## src/logic/aux_control_params.svh

```systemverilog
// Constants of the auxiliary control bit bank: offsets, fields, resets, times.
// Assumes a 100 MHz system clock and an 8-bit special function register port.
// Operation
// - Wide select picks 8-bit or 16-bit multiply/divide
// - Long divide picks 16/16 or 32/16 when wide
// - Flash-program watchdog: off, 1, 3.9, 7.8 ms
// - Watchdog clear strobe self-clears next cycle
// - Timer three clear strobe self-clears next cycle
// - Conversion start set by write, cleared at end
// - Low-voltage reset disable bit, resets to zero
// - Timer two counts pin or slow clock/16
// - Timer one counts pin or slow clock/16
// - Config bit 7 enables flash code protection
// - Config bit 6 enables external reset pin
// - Config bits 5..2 pick low-voltage trip level
`ifndef AUX_CONTROL_PARAMS_SVH
`define AUX_CONTROL_PARAMS_SVH

// --------------------------------------------------------------------------
// Register offsets
// --------------------------------------------------------------------------
`define OFS_AUX_CONTROL_ONE 16'h00F8
`define OFS_ARITH_IAP_CONTROL 16'h00F9
`define OFS_EVENT_STATUS 16'h00FA
`define OFS_EVENT_MASK 16'h00FB
`define OFS_FLASH_CONFIG_HIGH 16'h3FFF

// --------------------------------------------------------------------------
// Field positions
// --------------------------------------------------------------------------
`define AUX_CONTROL_ONE_WDOG_CLR 7
`define AUX_CONTROL_ONE_TMR3_CLR 6
`define AUX_CONTROL_ONE_CONV_START 4
`define AUX_CONTROL_ONE_LOWV_DIS 3
`define AUX_CONTROL_ONE_T2_SEL 2
`define AUX_CONTROL_ONE_T1_SEL 1
`define AUX_CONTROL_ONE_PTR_SEL 0
`define ARITH_LONG_DIV 3
`define ARITH_FPW_HI 2
`define ARITH_FPW_LO 1
`define ARITH_WIDE 0
`define CFG_PROTECT 7
`define CFG_XRST_EN 6
`define CFG_LVR_HI 5
`define CFG_LVR_LO 2
`define EVT_FPW_TIMEOUT 0
`define EVT_CONV_DONE 1

// --------------------------------------------------------------------------
// Reset values
// --------------------------------------------------------------------------
`define RST_AUX_CONTROL_ONE 8'h00
`define RST_ARITH_IAP_CONTROL 8'h00
`define RST_FLASH_CONFIG_HIGH 8'h00
`define RST_EVENT 8'h00

// --------------------------------------------------------------------------
// Timing
// --------------------------------------------------------------------------
`define CLK_PERIOD_NS 10
`define FPW_TIME1_US 1000
`define FPW_TIME2_US 3900
`define FPW_TIME3_US 7800
`define SLOW_DIVIDE 16

`endif

```

## src/logic/aux_control_pkg.sv

```systemverilog
// Types shared by the auxiliary control bit bank.
// Assumes the constants header is included by users of field positions.
package aux_control_pkg;

  typedef enum logic [1:0] {
    DIV_8_8 = 2'b00,
    DIV_16_16 = 2'b01,
    DIV_32_16 = 2'b10
  } div_mode_t;

  typedef struct packed {
    logic mul_wide;
    div_mode_t div_mode;
  } arith_mode_t;

  typedef struct packed {
    logic [15:0] addr;
    logic [7:0] wdata;
    logic wr;
    logic rd;
  } reg_req_t;

  typedef struct packed {
    logic code_protect;
    logic ext_reset_pin_en;
    logic [3:0] lowv_threshold_code;
  } flash_cfg_t;

  typedef enum logic [2:0] {
    SEL_NONE = 3'b000,
    SEL_AUX_CONTROL_ONE = 3'b001,
    SEL_ARITH = 3'b010,
    SEL_STATUS = 3'b011,
    SEL_MASK = 3'b100,
    SEL_CFG = 3'b101
  } reg_sel_t;

  typedef enum logic [1:0] {
    WD_IDLE = 2'b00,
    WD_RUN = 2'b01,
    WD_HOLD = 2'b10
  } wd_state_t;

endpackage

```

## src/logic/aux_control_bits.sv

```systemverilog
// Auxiliary control bit bank of the microcontroller core.
// Assumes a same-clock register port; pins and the slow clock are async.
//
// Added by the designer: strobed register access.
`timescale 1ns/1ns
`include "aux_control_params.svh"
module aux_control_bits #(
  parameter int unsigned FPW_CYC1 =
    (`FPW_TIME1_US * 1000 + `CLK_PERIOD_NS - 1) / `CLK_PERIOD_NS,
  parameter int unsigned FPW_CYC2 =
    (`FPW_TIME2_US * 1000 + `CLK_PERIOD_NS - 1) / `CLK_PERIOD_NS,
  parameter int unsigned FPW_CYC3 =
    (`FPW_TIME3_US * 1000 + `CLK_PERIOD_NS - 1) / `CLK_PERIOD_NS,
  parameter int unsigned SLOW_DIV = `SLOW_DIVIDE
) (
  input wire logic clock_i, // System clock
  input wire logic rst_n_i, // Async reset, active low
  input wire aux_control_pkg::reg_req_t bus_req_i, // Register request
  output logic [7:0] rdata_o, // Read data, cycle after read
  input wire logic conv_done_i, // Conversion finished pulse
  input wire logic flashprog_active_i, // Flash programming busy
  input wire logic [7:0] flash_cfg_word_i, // Loaded flash config byte
  input wire logic timer_two_counter_mode_i, // Timer two counts events
  input wire logic timer_one_counter_mode_i, // Timer one counts events
  input wire logic timer_two_pin_i, // Timer two count pin
  input wire logic timer_one_pin_i, // Timer one count pin
  input wire logic slow_clock_i, // Slow clock, async
  output aux_control_pkg::arith_mode_t arith_mode_o, // Multiply/divide mode
  output logic wdog_clear_o, // Watchdog clear pulse
  output logic timer_three_clear_o, // Timer three clear pulse
  output logic conv_start_o, // Conversion requested
  output logic lowv_reset_en_o, // Low-voltage reset enabled
  output logic timer_two_count_o, // Timer two count pulse
  output logic timer_one_count_o, // Timer one count pulse
  output logic pointer_bank_sel_o, // Active data pointer
  output aux_control_pkg::flash_cfg_t flash_cfg_o, // Decoded config word
  output logic fpw_running_o, // Flash watchdog counting
  output logic irq_o // Interrupt, active high level
);

  // --------------------------------------------------------------------------
  // Address decode
  // --------------------------------------------------------------------------
  function automatic aux_control_pkg::reg_sel_t decode(input logic [15:0] addr);
    case (addr)
      `OFS_AUX_CONTROL_ONE: decode = aux_control_pkg::SEL_AUX_CONTROL_ONE;
      `OFS_ARITH_IAP_CONTROL: decode = aux_control_pkg::SEL_ARITH;
      `OFS_EVENT_STATUS: decode = aux_control_pkg::SEL_STATUS;
      `OFS_EVENT_MASK: decode = aux_control_pkg::SEL_MASK;
      `OFS_FLASH_CONFIG_HIGH: decode = aux_control_pkg::SEL_CFG;
      default: decode = aux_control_pkg::SEL_NONE;
    endcase
  endfunction

  aux_control_pkg::reg_sel_t wsel;
  aux_control_pkg::reg_sel_t rsel;
  logic [7:0] wd;

  assign wsel = bus_req_i.wr ? decode(bus_req_i.addr) : aux_control_pkg::SEL_NONE;
  assign rsel = bus_req_i.rd ? decode(bus_req_i.addr) : aux_control_pkg::SEL_NONE;
  assign wd = bus_req_i.wdata;

  // --------------------------------------------------------------------------
  // Control bits
  // --------------------------------------------------------------------------
  logic wdog_clear;
  logic timer_three_clear;
  logic conv_start;
  logic lowv_reset_disable;
  logic timer_two_input_sel;
  logic timer_one_input_sel;
  logic pointer_bank_sel;
  logic long_divide_sel;
  logic [1:0] flashprog_wdog_sel;
  logic wide_arith_sel;
  logic aux_control_one_wr;
  logic arith_wr;

  assign aux_control_one_wr = (wsel == aux_control_pkg::SEL_AUX_CONTROL_ONE);
  assign arith_wr = (wsel == aux_control_pkg::SEL_ARITH);

  // Strobes live one cycle; a write of 0 is harmless
  always_ff @(posedge clock_i or negedge rst_n_i)
  begin
    if (!rst_n_i)
    begin
      wdog_clear <= 1'b0;
      timer_three_clear <= 1'b0;
    end
    else
    begin
      wdog_clear <= aux_control_one_wr && wd[`AUX_CONTROL_ONE_WDOG_CLR];
      timer_three_clear <= aux_control_one_wr && wd[`AUX_CONTROL_ONE_TMR3_CLR];
    end
  end

  // Software set beats the end-of-conversion clear in the same cycle
  always_ff @(posedge clock_i or negedge rst_n_i)
  begin
    if (!rst_n_i)
      conv_start <= 1'(`RST_AUX_CONTROL_ONE >> `AUX_CONTROL_ONE_CONV_START);
    else if (aux_control_one_wr)
      conv_start <= wd[`AUX_CONTROL_ONE_CONV_START];
    else if (conv_done_i)
      conv_start <= 1'b0;
  end

  always_ff @(posedge clock_i or negedge rst_n_i)
  begin
    if (!rst_n_i)
    begin
      lowv_reset_disable <= 1'b0;
      timer_two_input_sel <= 1'b0;
      timer_one_input_sel <= 1'b0;
      pointer_bank_sel <= 1'b0;
    end
    else if (aux_control_one_wr)
    begin
      lowv_reset_disable <= wd[`AUX_CONTROL_ONE_LOWV_DIS];
      timer_two_input_sel <= wd[`AUX_CONTROL_ONE_T2_SEL];
      timer_one_input_sel <= wd[`AUX_CONTROL_ONE_T1_SEL];
      pointer_bank_sel <= wd[`AUX_CONTROL_ONE_PTR_SEL];
    end
  end

  always_ff @(posedge clock_i or negedge rst_n_i)
  begin
    if (!rst_n_i)
    begin
      long_divide_sel <= 1'b0;
      flashprog_wdog_sel <= 2'b00;
      wide_arith_sel <= 1'b0;
    end
    else if (arith_wr)
    begin
      long_divide_sel <= wd[`ARITH_LONG_DIV];
      flashprog_wdog_sel <= wd[`ARITH_FPW_HI:`ARITH_FPW_LO];
      wide_arith_sel <= wd[`ARITH_WIDE];
    end
  end

  assign wdog_clear_o = wdog_clear;
  assign timer_three_clear_o = timer_three_clear;
  assign conv_start_o = conv_start;
  assign lowv_reset_en_o = !lowv_reset_disable;
  assign pointer_bank_sel_o = pointer_bank_sel;

  // --------------------------------------------------------------------------
  // Arithmetic mode
  // --------------------------------------------------------------------------
  always_comb
  begin
    arith_mode_o.mul_wide = wide_arith_sel;
    if (!wide_arith_sel)
      arith_mode_o.div_mode = aux_control_pkg::DIV_8_8;
    else if (long_divide_sel)
      arith_mode_o.div_mode = aux_control_pkg::DIV_32_16;
    else
      arith_mode_o.div_mode = aux_control_pkg::DIV_16_16;
  end

  // --------------------------------------------------------------------------
  // Flash configuration word
  // --------------------------------------------------------------------------
  logic [7:0] flash_config_high;

  // Copied every cycle once out of reset; the loader owns its value
  always_ff @(posedge clock_i or negedge rst_n_i)
  begin
    if (!rst_n_i)
      flash_config_high <= `RST_FLASH_CONFIG_HIGH;
    else
      flash_config_high <= flash_cfg_word_i;
  end

  assign flash_cfg_o.code_protect = flash_config_high[`CFG_PROTECT];
  assign flash_cfg_o.ext_reset_pin_en = flash_config_high[`CFG_XRST_EN];
  assign flash_cfg_o.lowv_threshold_code =
    flash_config_high[`CFG_LVR_HI:`CFG_LVR_LO];

  // --------------------------------------------------------------------------
  // Counter input synchronisers
  // --------------------------------------------------------------------------
  logic [2:0] sync_meta;
  logic [2:0] sync_q;
  logic [2:0] sync_last;
  logic [2:0] async_in;
  logic [2:0] rise;

  assign async_in = {slow_clock_i, timer_one_pin_i, timer_two_pin_i};

  genvar gi;
  generate
    for (gi = 0; gi < 3; gi++)
    begin : g_sync
      always_ff @(posedge clock_i or negedge rst_n_i)
      begin
        if (!rst_n_i)
        begin
          sync_meta[gi] <= 1'b0;
          sync_q[gi] <= 1'b0;
          sync_last[gi] <= 1'b0;
        end
        else
        begin
          sync_meta[gi] <= async_in[gi];
          sync_q[gi] <= sync_meta[gi];
          sync_last[gi] <= sync_q[gi];
        end
      end
      assign rise[gi] = sync_q[gi] && !sync_last[gi];
    end
  endgenerate

  // --------------------------------------------------------------------------
  // Slow clock divide by sixteen
  // --------------------------------------------------------------------------
  logic [$clog2(SLOW_DIV)-1:0] slow_count;
  logic slow_tick;

  // Slow clock must stay below half the system rate to be counted
  always_ff @(posedge clock_i or negedge rst_n_i)
  begin
    if (!rst_n_i)
    begin
      slow_count <= '0;
      slow_tick <= 1'b0;
    end
    else
    begin
      slow_tick <= 1'b0;
      if (rise[2])
      begin
        if (slow_count == ($clog2(SLOW_DIV))'(SLOW_DIV - 1))
        begin
          slow_count <= '0;
          slow_tick <= 1'b1;
        end
        else
          slow_count <= slow_count + 1'b1;
      end
    end
  end

  // --------------------------------------------------------------------------
  // Counter event selection
  // --------------------------------------------------------------------------
  always_ff @(posedge clock_i or negedge rst_n_i)
  begin
    if (!rst_n_i)
    begin
      timer_two_count_o <= 1'b0;
      timer_one_count_o <= 1'b0;
    end
    else
    begin
      timer_two_count_o <= timer_two_counter_mode_i &&
        (timer_two_input_sel ? slow_tick : rise[0]);
      timer_one_count_o <= timer_one_counter_mode_i &&
        (timer_one_input_sel ? slow_tick : rise[1]);
    end
  end

  // --------------------------------------------------------------------------
  // Flash-programming watchdog
  // --------------------------------------------------------------------------
  logic fpw_timeout;

  flashprog_wdog #(
    .CYC1(FPW_CYC1),
    .CYC2(FPW_CYC2),
    .CYC3(FPW_CYC3),
    .CW(20)
  ) u_fpw (
    .clock_i(clock_i),
    .rst_n_i(rst_n_i),
    .sel_i(flashprog_wdog_sel),
    .active_i(flashprog_active_i),
    .clear_i(wdog_clear),
    .timeout_o(fpw_timeout),
    .running_o(fpw_running_o)
  );

  // --------------------------------------------------------------------------
  // Event status and interrupt
  // --------------------------------------------------------------------------
  logic [7:0] event_status;
  logic [7:0] event_mask;
  logic [7:0] event_set;

  always_comb
  begin
    event_set = 8'h00;
    event_set[`EVT_FPW_TIMEOUT] = fpw_timeout;
    event_set[`EVT_CONV_DONE] = conv_done_i;
  end

  // A new event wins over a write-one clear in the same cycle
  always_ff @(posedge clock_i or negedge rst_n_i)
  begin
    if (!rst_n_i)
      event_status <= `RST_EVENT;
    else if (wsel == aux_control_pkg::SEL_STATUS)
      event_status <= (event_status & ~wd) | event_set;
    else
      event_status <= event_status | event_set;
  end

  always_ff @(posedge clock_i or negedge rst_n_i)
  begin
    if (!rst_n_i)
      event_mask <= `RST_EVENT;
    else if (wsel == aux_control_pkg::SEL_MASK)
      event_mask <= wd & 8'h03;
  end

  assign irq_o = |(event_status & event_mask);

  // --------------------------------------------------------------------------
  // Read data
  // --------------------------------------------------------------------------
  logic [7:0] aux_control_one_view;
  logic [7:0] arith_view;

  // Bit 5 of the first register and the upper nibble of the second read 0
  always_comb
  begin
    aux_control_one_view = 8'h00;
    aux_control_one_view[`AUX_CONTROL_ONE_WDOG_CLR] = wdog_clear;
    aux_control_one_view[`AUX_CONTROL_ONE_TMR3_CLR] = timer_three_clear;
    aux_control_one_view[`AUX_CONTROL_ONE_CONV_START] = conv_start;
    aux_control_one_view[`AUX_CONTROL_ONE_LOWV_DIS] = lowv_reset_disable;
    aux_control_one_view[`AUX_CONTROL_ONE_T2_SEL] = timer_two_input_sel;
    aux_control_one_view[`AUX_CONTROL_ONE_T1_SEL] = timer_one_input_sel;
    aux_control_one_view[`AUX_CONTROL_ONE_PTR_SEL] = pointer_bank_sel;
    arith_view = 8'h00;
    arith_view[`ARITH_LONG_DIV] = long_divide_sel;
    arith_view[`ARITH_FPW_HI:`ARITH_FPW_LO] = flashprog_wdog_sel;
    arith_view[`ARITH_WIDE] = wide_arith_sel;
  end

  // Data stand only in the cycle after the read strobe
  always_ff @(posedge clock_i or negedge rst_n_i)
  begin
    if (!rst_n_i)
      rdata_o <= 8'h00;
    else
    begin
      case (rsel)
        aux_control_pkg::SEL_AUX_CONTROL_ONE: rdata_o <= aux_control_one_view;
        aux_control_pkg::SEL_ARITH: rdata_o <= arith_view;
        aux_control_pkg::SEL_STATUS: rdata_o <= event_status;
        aux_control_pkg::SEL_MASK: rdata_o <= event_mask;
        aux_control_pkg::SEL_CFG: rdata_o <= flash_config_high;
        default: rdata_o <= 8'h00;
      endcase
    end
  end

endmodule

```

## src/logic/flashprog_wdog.sv

```systemverilog
// Flash-programming watchdog: counts while programming is active.
// Assumes active_i and clear_i come from logic on the same clock.
`timescale 1ns/1ns
module flashprog_wdog #(
  parameter int unsigned CYC1 = 100000,
  parameter int unsigned CYC2 = 390000,
  parameter int unsigned CYC3 = 780000,
  parameter int unsigned CW = 20
) (
  input wire logic clock_i, // System clock
  input wire logic rst_n_i, // Async reset, active low
  input wire logic [1:0] sel_i, // Timeout select code
  input wire logic active_i, // Flash programming under way
  input wire logic clear_i, // Restart the count
  output logic timeout_o, // One-cycle time-out pulse
  output logic running_o // Count in progress
);

  aux_control_pkg::wd_state_t state;
  logic [CW-1:0] count;
  logic [CW-1:0] limit;

  // --------------------------------------------------------------------------
  // Timeout length
  // --------------------------------------------------------------------------
  always_comb
  begin
    case (sel_i)
      2'b01: limit = CW'(CYC1 - 1);
      2'b10: limit = CW'(CYC2 - 1);
      2'b11: limit = CW'(CYC3 - 1);
      default: limit = '0;
    endcase
  end

  // --------------------------------------------------------------------------
  // Sequencing
  // --------------------------------------------------------------------------
  always_ff @(posedge clock_i or negedge rst_n_i)
  begin
    if (!rst_n_i)
    begin
      state <= aux_control_pkg::WD_IDLE;
      count <= '0;
      timeout_o <= 1'b0;
    end
    else
    begin
      timeout_o <= 1'b0;
      case (state)
        aux_control_pkg::WD_IDLE:
        begin
          count <= '0;
          if (active_i && sel_i != 2'b00)
            state <= aux_control_pkg::WD_RUN;
        end
        aux_control_pkg::WD_RUN:
        begin
          if (!active_i || sel_i == 2'b00)
            state <= aux_control_pkg::WD_IDLE;
          else if (clear_i)
            count <= '0;
          else if (count >= limit)
          begin
            timeout_o <= 1'b1;
            state <= aux_control_pkg::WD_HOLD;
          end
          else
            count <= count + CW'(1);
        end
        aux_control_pkg::WD_HOLD:
        begin
          // One flag per run; a new run needs programming to end or a clear
          count <= '0;
          if (!active_i || clear_i)
            state <= aux_control_pkg::WD_IDLE;
        end
        default: state <= aux_control_pkg::WD_IDLE;
      endcase
    end
  end

  assign running_o = (state == aux_control_pkg::WD_RUN);

endmodule

```

## config.mk

```make
export PLATFORM = sky130hd
export DESIGN_NAME = aux_control_bits
export DESIGN_NICKNAME = d
export VERILOG_FILES = /design/src/logic/aux_control_pkg.sv /design/src/logic/aux_control_bits.sv /design/src/logic/flashprog_wdog.sv
export VERILOG_INCLUDE_DIRS = /design/src /design/src/logic
export SDC_FILE = /design/constraint.sdc
export NUM_CORES = 1
export LEC_CHECK = 0
export BUFFER_PORTS_ARGS = -buffer_cell sky130_fd_sc_hd__buf_4
export CAP_MARGIN = 20
export CORE_MARGIN = 2
export CORE_UTILIZATION = 40
export CTS_CLUSTER_DIAMETER = 200
export CTS_CLUSTER_SIZE = 24
export DETAILED_ROUTE_END_ITERATION = 12
export PLACE_DENSITY = 0.6
export SETUP_SLACK_MARGIN = 0.1
export SYNTH_ARGS = -nofsm -noshare
export SYNTH_HDL_FRONTEND = slang
export SYNTH_SLANG_ARGS = --single-unit
```

## constraint.sdc

```tcl
create_clock -name clock_i -period 3.5 [get_ports clock_i]
set_input_delay 0.35 -clock clock_i [delete_from_list [all_inputs] [get_ports clock_i]]
set_output_delay 0.35 -clock clock_i [all_outputs]
set_load 0.03 [all_outputs]
```

==> summary.md, run 1 <==
| Metric | Value |
|---|---|
| Max capacitance violation total | 0 |
| Worst R2R Path Depth | 7 |
| Worst slew slack as a fraction of its limit | a little over a third |
| Top-level port count | 69 |
| Final worst-path setup slack | around 490 ps |
| Actual transition at the worst max-transition pin | approximately 960 ps |
| Post-Syn Nets | around 420 |
| Arrival @ worst endpoint | between 3000 and 4000 ps |
| Total DRC errors in the routed layout | 0 |
| Synth top area cells | sky130_fd_sc_hd__dfrtp_1 50%, sky130_fd_sc_hd__ha_1 6.9%, sky130_fd_sc_hd__nand2_1 2.8% |
| Synthesized instance count | approximately 360 |
| Top library cells by usage in the layout, fill and taps aside | 76 x sky130_fd_sc_hd__dfrtp_1, 70 x sky130_fd_sc_hd__buf_4, 28 x sky130_fd_sc_hd__nand2_1, 27 x sky130_fd_sc_hd__nor2_1, 21 x sky130_fd_sc_hd__ha_1 |
| Crit path max fanout | 17 |
| Number of antenna violations at the first check in global routing | 0 |
| Total negative slack | 0 ps |
| DP HPWL | 6680 microns |
| Most common library cell in the layout ignoring fill and taps | sky130_fd_sc_hd__dfrtp_1 |
| Post-route worst hold slack | 99.5 ps |
| Period utilization | between 80% and 90% |
| Register area share after synthesis | 50.0% |
| Required @ worst endpoint | between 3000 and 4000 ps |
| Register-to-register path setup slack | 490 ps |
| Per-cell via count in the routed design | 5.56 |
| Finish-stage setup viols | 0 |
| Detailed-router iteration count before antenna repair | 4 |
| Overall routed net length | 9100 microns |
| Pin count of the biggest net entering global routing | 77 |
| Cell type contributing the most total cell area after synthesis | sky130_fd_sc_hd__dfrtp_1 |
| Metal-1 WL | 4100 microns |
| Minimum clock period after layout | 3010 ps |
| Maximum clock path buffer count | 2 |
| Dominant register cell in the synthesized netlist | sky130_fd_sc_hd__dfrtp_1 |
| Avg WL per Cell | about 16 microns |
| Yosys warnings | 0 |
| Count of nets left with antenna violations after detail routing | 0 |
| Row count | 35 |
| Max layer used | met4 |
| Vias in the first global route | 2,921 |
| Final Hold Violating Endpoints | 0 |
| Layout cell share with drive strength beyond 1 | 23.9% |
| Overflow left after global routing | 0 |
| Total power | approximately 1.8 mW |
| Wire length of the first global-routing pass | approximately 15,000 microns |
| Leakage power figure | 2.15 nW |
| Die span in x | 101 microns |
| CTS hold repair buffers | 0 |
| Total routing usage reported by global routing | 18.3% |
| Effective utilization at floorplan | 41.1% |
| Worst reg2reg endpoint | u_fpw.count[19] |
| Later-pin clock latency in the skew report | 350 ps |
| TritonCTS buffer count | 9 |
| Share of async-settable or async-resettable flops after synthesis | 100% |
| Pwr dens | 396 nW/um^2 |
| Number of port buffers | 68 |
| Start point of the critical path | flashprog_wdog_sel[1] |
| Setup crit end kind | register |
| Std-Cell Core Area | around 9200 sq um |
| Share of the synthesized area in the top cell type | 50.0% |
| Number of diodes added for antenna fixing | 0 |
| Number of DRC markers in iteration 0 | 110 |
| Outcome | complete, no violations |
| Yosys cell types | between 50 and 60 |
| Sinks on Clock Net | between 70 and 80 |
| RSZ-0062 raised after global routing | false |
| Post-Layout Inst Area | 4610 sq um |
| Sort of element at the start of the critical path | register |
| Top achievable clock speed | around 0.33 GHz |
| Overall die area | 10,300 sq um |
| Area growth from synthesis to layout | 21.3% |
| Via count of the routed design | a little over 3,000 |
| Path category of the worst min-delay check | in -> reg |
| CTS tree | built |
| Slew Limit Fails | 0 |
| Path type of the worst setup path | reg -> reg |
| Worst setup path endpoint | u_fpw.count[19] |
| Pre-CTS setup slack | 300 ps |
| Die H | 101 microns |
| Worst Clk Skew | 14.1 ps |
| Number of synthesized flops with an enable pin | 0 |
| Clock tree root driver cell | sky130_fd_sc_hd__clkbuf_8 |
| Peak ir drop on the vdd network | about 0.38 mV |
| Clock transition at the register clock pins on the worst setup and hold paths after CTS | about 90 ps |
| Global placement routability congestion | 0.887 |
| DR WL met3 | 594 microns |
| Mapped Avg Cell Area | 10.6 sq um |
| Cell area after synthesis | approximately 3800 sq um |
| Worst reg2reg startpoint | flashprog_wdog_sel[1] |
| Nets@finish | approximately 490 |
| Synthesized flop and latch total | 76 |
| Area post-placement | 4380 sq um |
| H-tree depth | 3 |
| Met2 WL post-DR | about 4300 microns |
==> area by class of cell <==
type,count,area (sq um)
multi-input combinational,246,1730
inverter,19,71.3
fill,881,4630
timing repair buffer,70,526
clock inverter,6,95.1
tap,129,161
clock buffer,10,128
sequential,76,1900
==> critical path: stages, from the launching register on <==
cell,delay (ps)
sky130_fd_sc_hd__dfrtp_1,440
sky130_fd_sc_hd__nor2_1,560
sky130_fd_sc_hd__ha_1,370
sky130_fd_sc_hd__a21o_1,160
sky130_fd_sc_hd__a211oi_1,280
sky130_fd_sc_hd__a311o_1,670
sky130_fd_sc_hd__a31oi_1,200
sky130_fd_sc_hd__a41o_1,230
==> layer usage <==
metal,vias up,GRT usage [%]
li1,1452,-
met1,1529,24.1
met2,95,29.7
met3,15,4.35
met4,0,6.65
met5,-,0
==> cells in the mapped netlist, drive strengths merged, types with 8 or more instances <==
cell type	instances
nor2	28
a21oi	17
a41oi	8
nand2	28
o21ai	19
ha	21
inv	19
a31oi	11
nand4	12
mux2	11
buf	13
dfrtp	76
==> power by group <==
group          switching (mW)  total [mW]  internal (mW)  leakage, nW
logic                  0.0673       0.136         0.0690         1.03
registers              0.0274       0.939          0.912         1.01
clock network           0.341       0.751          0.409        0.111
total                   0.436        1.83           1.39         2.15
==> how the worst min path moves through the flow <==
stage                        startpoint              endpoint  slack (ps)  cells after the start
floorplan                       rst_n_i          conv_start_o          50                      0
detailed placement         sync_meta[2]             sync_q[2]         340                      0
global placement           sync_meta[2]             sync_q[2]         330                      0
global route            timer_one_pin_i          sync_meta[1]          80                      1
CTS                        slow_clock_i          sync_meta[2]          80                      1
finish              flash_cfg_word_i[2]  flash_config_high[2]         100                      1
==> sequential cells by signal, summed over array words and instances (netlist names), 2 cells and up <==
signal,cells
flashprog_wdog_sel,2
sync_meta,3
sync_last,3
event_mask,2
rdata_o,8
slow_count,4
u_fpw.count,20
u_fpw.state,2
sync_q,3
flash_config_high,8
event_status,8
==> metrics by stage <==
step / util, % / cells
floorplan: - / 358
global placement: 47.4 / 540
detailed placement: 47.4 / 540
CTS: 49.8 / 556
global route: 49.9 / 556
finish: 49.9 / 556
==> logic make-up after synthesis <==
group / Yosys count / synth area share, %
buf+inv: 36 / 4.61
flops: 76 / 50.0
simple gates: 116 / 16.5
mux: 16 / 5.24
fa+ha+maj: 21 / 6.91
xor+xnor: 2 / 0.461
compound gates: 91 / 16.2
==> timing repair <==
| action | in CTS | in global routing |
|---|---|---|
| setup buffers | 0 | 0 |
| endpoints found under the setup margin | 0 | 10 |
| gates resized for setup | 0 | 1 |
Power figures use the tool's default switching activity.
==> run 2: changes to the inputs <==
CORE_ASPECT_RATIO = 2   (was not set)
PLACE_DENSITY = 0.62   (was 0.6)
clock period = 2.4 ns   (was 3.5 ns; I/O delays follow)
==> run 2 against run 1 <==
Effect of this change: the run now ends with negative setup slack left; first-iteration DRC count up 43%; worst hold slack worse by 83 ps; register-to-register slack worse by 520 ps; power up 65%; maximum frequency up 24%; sequential cell count unchanged; clock skew down 6.7 ps; combinational power up 59%; utilization up 6.7 points.
==> summary.md, run 2 (synthesized netlist as in run 1, its figures left out) <==
| Metric | Value |
|---|---|
| Min-Delay Endpoint | flash_config_high[4] (was flash_config_high[2]) |
| Worst Clk Skew | 7.36 ps (was 14.1 ps) |
| Overall routed net length | 10,800 microns (was 9100 microns) |
| Crit path max fanout | 6 (was 17) |
| Actual transition at the worst max-transition pin | 786 ps (was 963 ps) |
| Std-Cell Core Area | 9320 sq um (was 9240 sq um) |
| Detailed-router iteration count before antenna repair | 4 (unchanged) |
| Maximum clock path buffer count | 2 (unchanged) |
| Slew Limit Fails | 0 (unchanged) |
| Clock tree root driver cell | sky130_fd_sc_hd__clkbuf_16 (was sky130_fd_sc_hd__clkbuf_8) |
| Most common library cell in the layout ignoring fill and taps | sky130_fd_sc_hd__buf_4 (was sky130_fd_sc_hd__dfrtp_1) |
| Outcome | complete, but fails checks (was complete, no violations) |
| Total routing usage reported by global routing | 22.2% (was 18.3%) |
| Failing checks | negative setup slack |
| Max stage delay cell, worst path | sky130_fd_sc_hd__or4_4 (was sky130_fd_sc_hd__a311o_1) |
| Overall die area | 10,300 sq um (about the same) |
| Critical Path, Cell by Cell | nor2_4 > ha_4 > a21o_1 > a211oi_2 > a311oi_1 > buf_4 > buf_6 > or4_4 > a21oi_2 (was nor2_1 > ha_1 > a21o_1 > a211oi_1 > a311o_1 > a31oi_1 > a41o_1) |
| Final Hold Violating Endpoints | 0 (unchanged) |
| Overflow left after global routing | 0 (unchanged) |
| Worst reg2reg startpoint | flashprog_wdog_sel[0] (was flashprog_wdog_sel[1]) |
| WP depth | 9 (was 7) |
| Period utilization | 101% (was 85.9%) |
| Finish-stage setup viols | 4 (was 0) |
| Register ranked first by flip-flop count | u_fpw.count (unchanged) |
| Metal-1 WL | 3450 microns (was 4100 microns) |
| Global placement routability congestion | 0.924 (was 0.887) |
| Number of DRC markers in iteration 0 | 157 (was 110) |
| Row count | 50 (was 35) |
| CTS tree | built (unchanged) |
| H-tree depth | 3 (unchanged) |
| Later-pin clock latency in the skew report | 340 ps (was 350 ps) |
| Top library cells by usage in the layout, fill and taps aside | 101 x sky130_fd_sc_hd__buf_4, 74 x sky130_fd_sc_hd__dfrtp_1, 27 x sky130_fd_sc_hd__nand2_1, 26 x sky130_fd_sc_hd__nor2_1 (was 76 x sky130_fd_sc_hd__dfrtp_1, 70 x sky130_fd_sc_hd__buf_4, 28 x sky130_fd_sc_hd__nand2_1, 27 x sky130_fd_sc_hd__nor2_1, 21 x sky130_fd_sc_hd__ha_1) |
| Sort of element at the start of the critical path | register (unchanged) |
| Setup crit end kind | register (unchanged) |
| Number of diodes added for antenna fixing | 0 (unchanged) |
| TritonCTS buffer count | 9 (unchanged) |
| Total power | 3.02 mW (was 1.83 mW) |
| Register-to-register path setup slack | -30 ps (was 490 ps) |
| Layout cell share with drive strength beyond 1 | 35.4% (was 23.9%) |
| Die span in x | 72.9 microns (was 101 microns) |
| Count of nets left with antenna violations after detail routing | 0 (unchanged) |
| Effective utilization at floorplan | 40.8% (was 41.1%) |
| Minimum clock period after layout | 2430 ps (was 3010 ps) |
| DP HPWL | 7990 microns (was 6680 microns) |
| Sinks on Clock Net | 76 (unchanged) |
| Total DRC errors in the routed layout | 0 (unchanged) |
| Per-cell via count in the routed design | 5.75 (was 5.56) |
| Wire length of the first global-routing pass | 17,200 microns (was 14,600 microns) |
| Count of fill cells added during filler insertion | 780 (was 881) |
| Max stage delay on crit path | 500 ps (was 670 ps) |
| Peak ir drop on the vdd network | 0.358 mV (was 0.376 mV) |
| Hold path depth | 1 (unchanged) |
| Pin count of the biggest net entering global routing | 43 (was 77) |
| Final worst-path setup slack | -31.4 ps (was 494 ps) |
| Leakage power figure | 2.44 nW (was 2.15 nW) |
| Delay-heaviest family, CP | simple AND/OR/NAND/NOR gates (was compound AO/OA/AOI/OAI gates) |
| Number of port buffers | 68 (unchanged) |
| Worst slew slack as a fraction of its limit | 47.4% (was 35.8%) |
| Arrival @ worst endpoint | 2700 ps (was 3240 ps) |
| Number of flip-flops under the largest register name | 20 (unchanged) |
| DR WL met3 | 555 microns (was 594 microns) |
| Top achievable clock speed | 0.411 GHz (was 0.333 GHz) |
| Max capacitance violation total | 0 (unchanged) |
| Top-level port count | 69 (unchanged) |
| Path type of the worst setup path | reg -> reg (unchanged) |
| Worst R2R Path Depth | 9 (was 7) |
| RSZ-0062 raised after global routing | true (was false) |
| Path category of the worst min-delay check | in -> reg (unchanged) |
| Via count of the routed design | 3,330 (was 3,091) |
| Number of antenna violations at the first check in global routing | 0 (unchanged) |
| Area growth from synthesis to layout | 38.8% (was 21.3%) |
| Die H | 142 microns (was 101 microns) |
| Avg WL per Cell | 18.7 microns (was 16.4 microns) |
| Worst reg2reg endpoint | u_fpw.count[4] (was u_fpw.count[19]) |
| Met2 WL post-DR | 6140 microns (was 4260 microns) |
| Required @ worst endpoint | 2670 ps (was 3740 ps) |
| Post-route worst hold slack | 16.3 ps (was 99.5 ps) |
| Max layer used | met4 (unchanged) |
| Beginning of the worst hold path | flash_cfg_word_i[4] (was flash_cfg_word_i[2]) |
| Count of buffering cells on the critical path with inverters included | 2 (was 0) |
| Pwr dens | 573 nW/um^2 (was 396 nW/um^2) |
| Nets@finish | 534 (was 486) |
| Vias in the first global route | 3,616 (was 2,921) |
| Clock transition at the register clock pins on the worst setup and hold paths after CTS | 60 ps (was 90 ps) |
## run 2: cell count changes in the layout (fill, tap and decap cells not counted), sizes merged
cell / previous run / this run
inv: 21 / 20
nand2: 28 / 29
buf: 70 / 106
clkinvlp: 0 / 1
dlygate4sd3: 0 / 11
## run 2: how the worst max path moves through the flow
stage,from,end,slack [ps]
finish,flashprog_wdog_sel[0],u_fpw.count[4],-30
CTS,flashprog_wdog_sel[0],u_fpw.count[4],1
global route,flashprog_wdog_sel[0],u_fpw.count[6],-160
detailed placement,flashprog_wdog_sel[0],u_fpw.count[4],-120
global placement,flashprog_wdog_sel[0],u_fpw.count[6],-50
floorplan,flashprog_wdog_sel[0],u_fpw.count[14],100
## run 2: what timing repair did
item | in CTS | in global routing
endpoints found under the setup margin | 22 | 23
gates resized for setup | 17 | 16
setup buffers | 11 | 0
hold endpoints to repair | 51 | 0
gates cloned | 2 | 0
pin swaps | 15 | 6
hold buffers | 11 | 0
## run 2: metrics by stage
stage | utilization, % | TNS, ps | std cells | cell area (sq um) | setup WS, ps
global route | 56.6 | -1660 | 579 | 5270 | -164
finish | 56.6 | -94.3 | 579 | 5270 | -31.4
CTS | 55.8 | 0 | 579 | 5200 | 1.31
global placement | 49.1 | -220 | 539 | 4580 | -50.0
detailed placement | 49.1 | -570 | 539 | 4580 | -117
floorplan | - | 0 | 358 | 3820 | 105
## run 2: where the power goes
| group | total (mW) | internal [mW] | switching [mW] | leakage, nW |
|---|---|---|---|---|
| Sequential | 1.37 | 1.33 | 0.0396 | 1.01 |
| Combinational | 0.216 | 0.116 | 0.100 | 1.29 |
| Clock | 1.43 | 0.910 | 0.524 | 0.153 |
## run 2: metal layers
metal / up-vias / track usage (%)
met1: 1641 / 19.3
met2: 107 / 41.0
li1: 1545 / -
met3: 37 / 4.55
met5: - / 0
met4: 0 / 18.6
## run 2: layout make-up
type	count	area (sq um)	area share [%]
clock buffer	10	229	4.34
sequential	76	1900	36.1
timing repair buffer	117	942	17.9
clock inverter	6	86.3	1.64
tap	104	130	2.47
inverter	19	71.3	1.35
multi-input combinational	247	1910	36.2
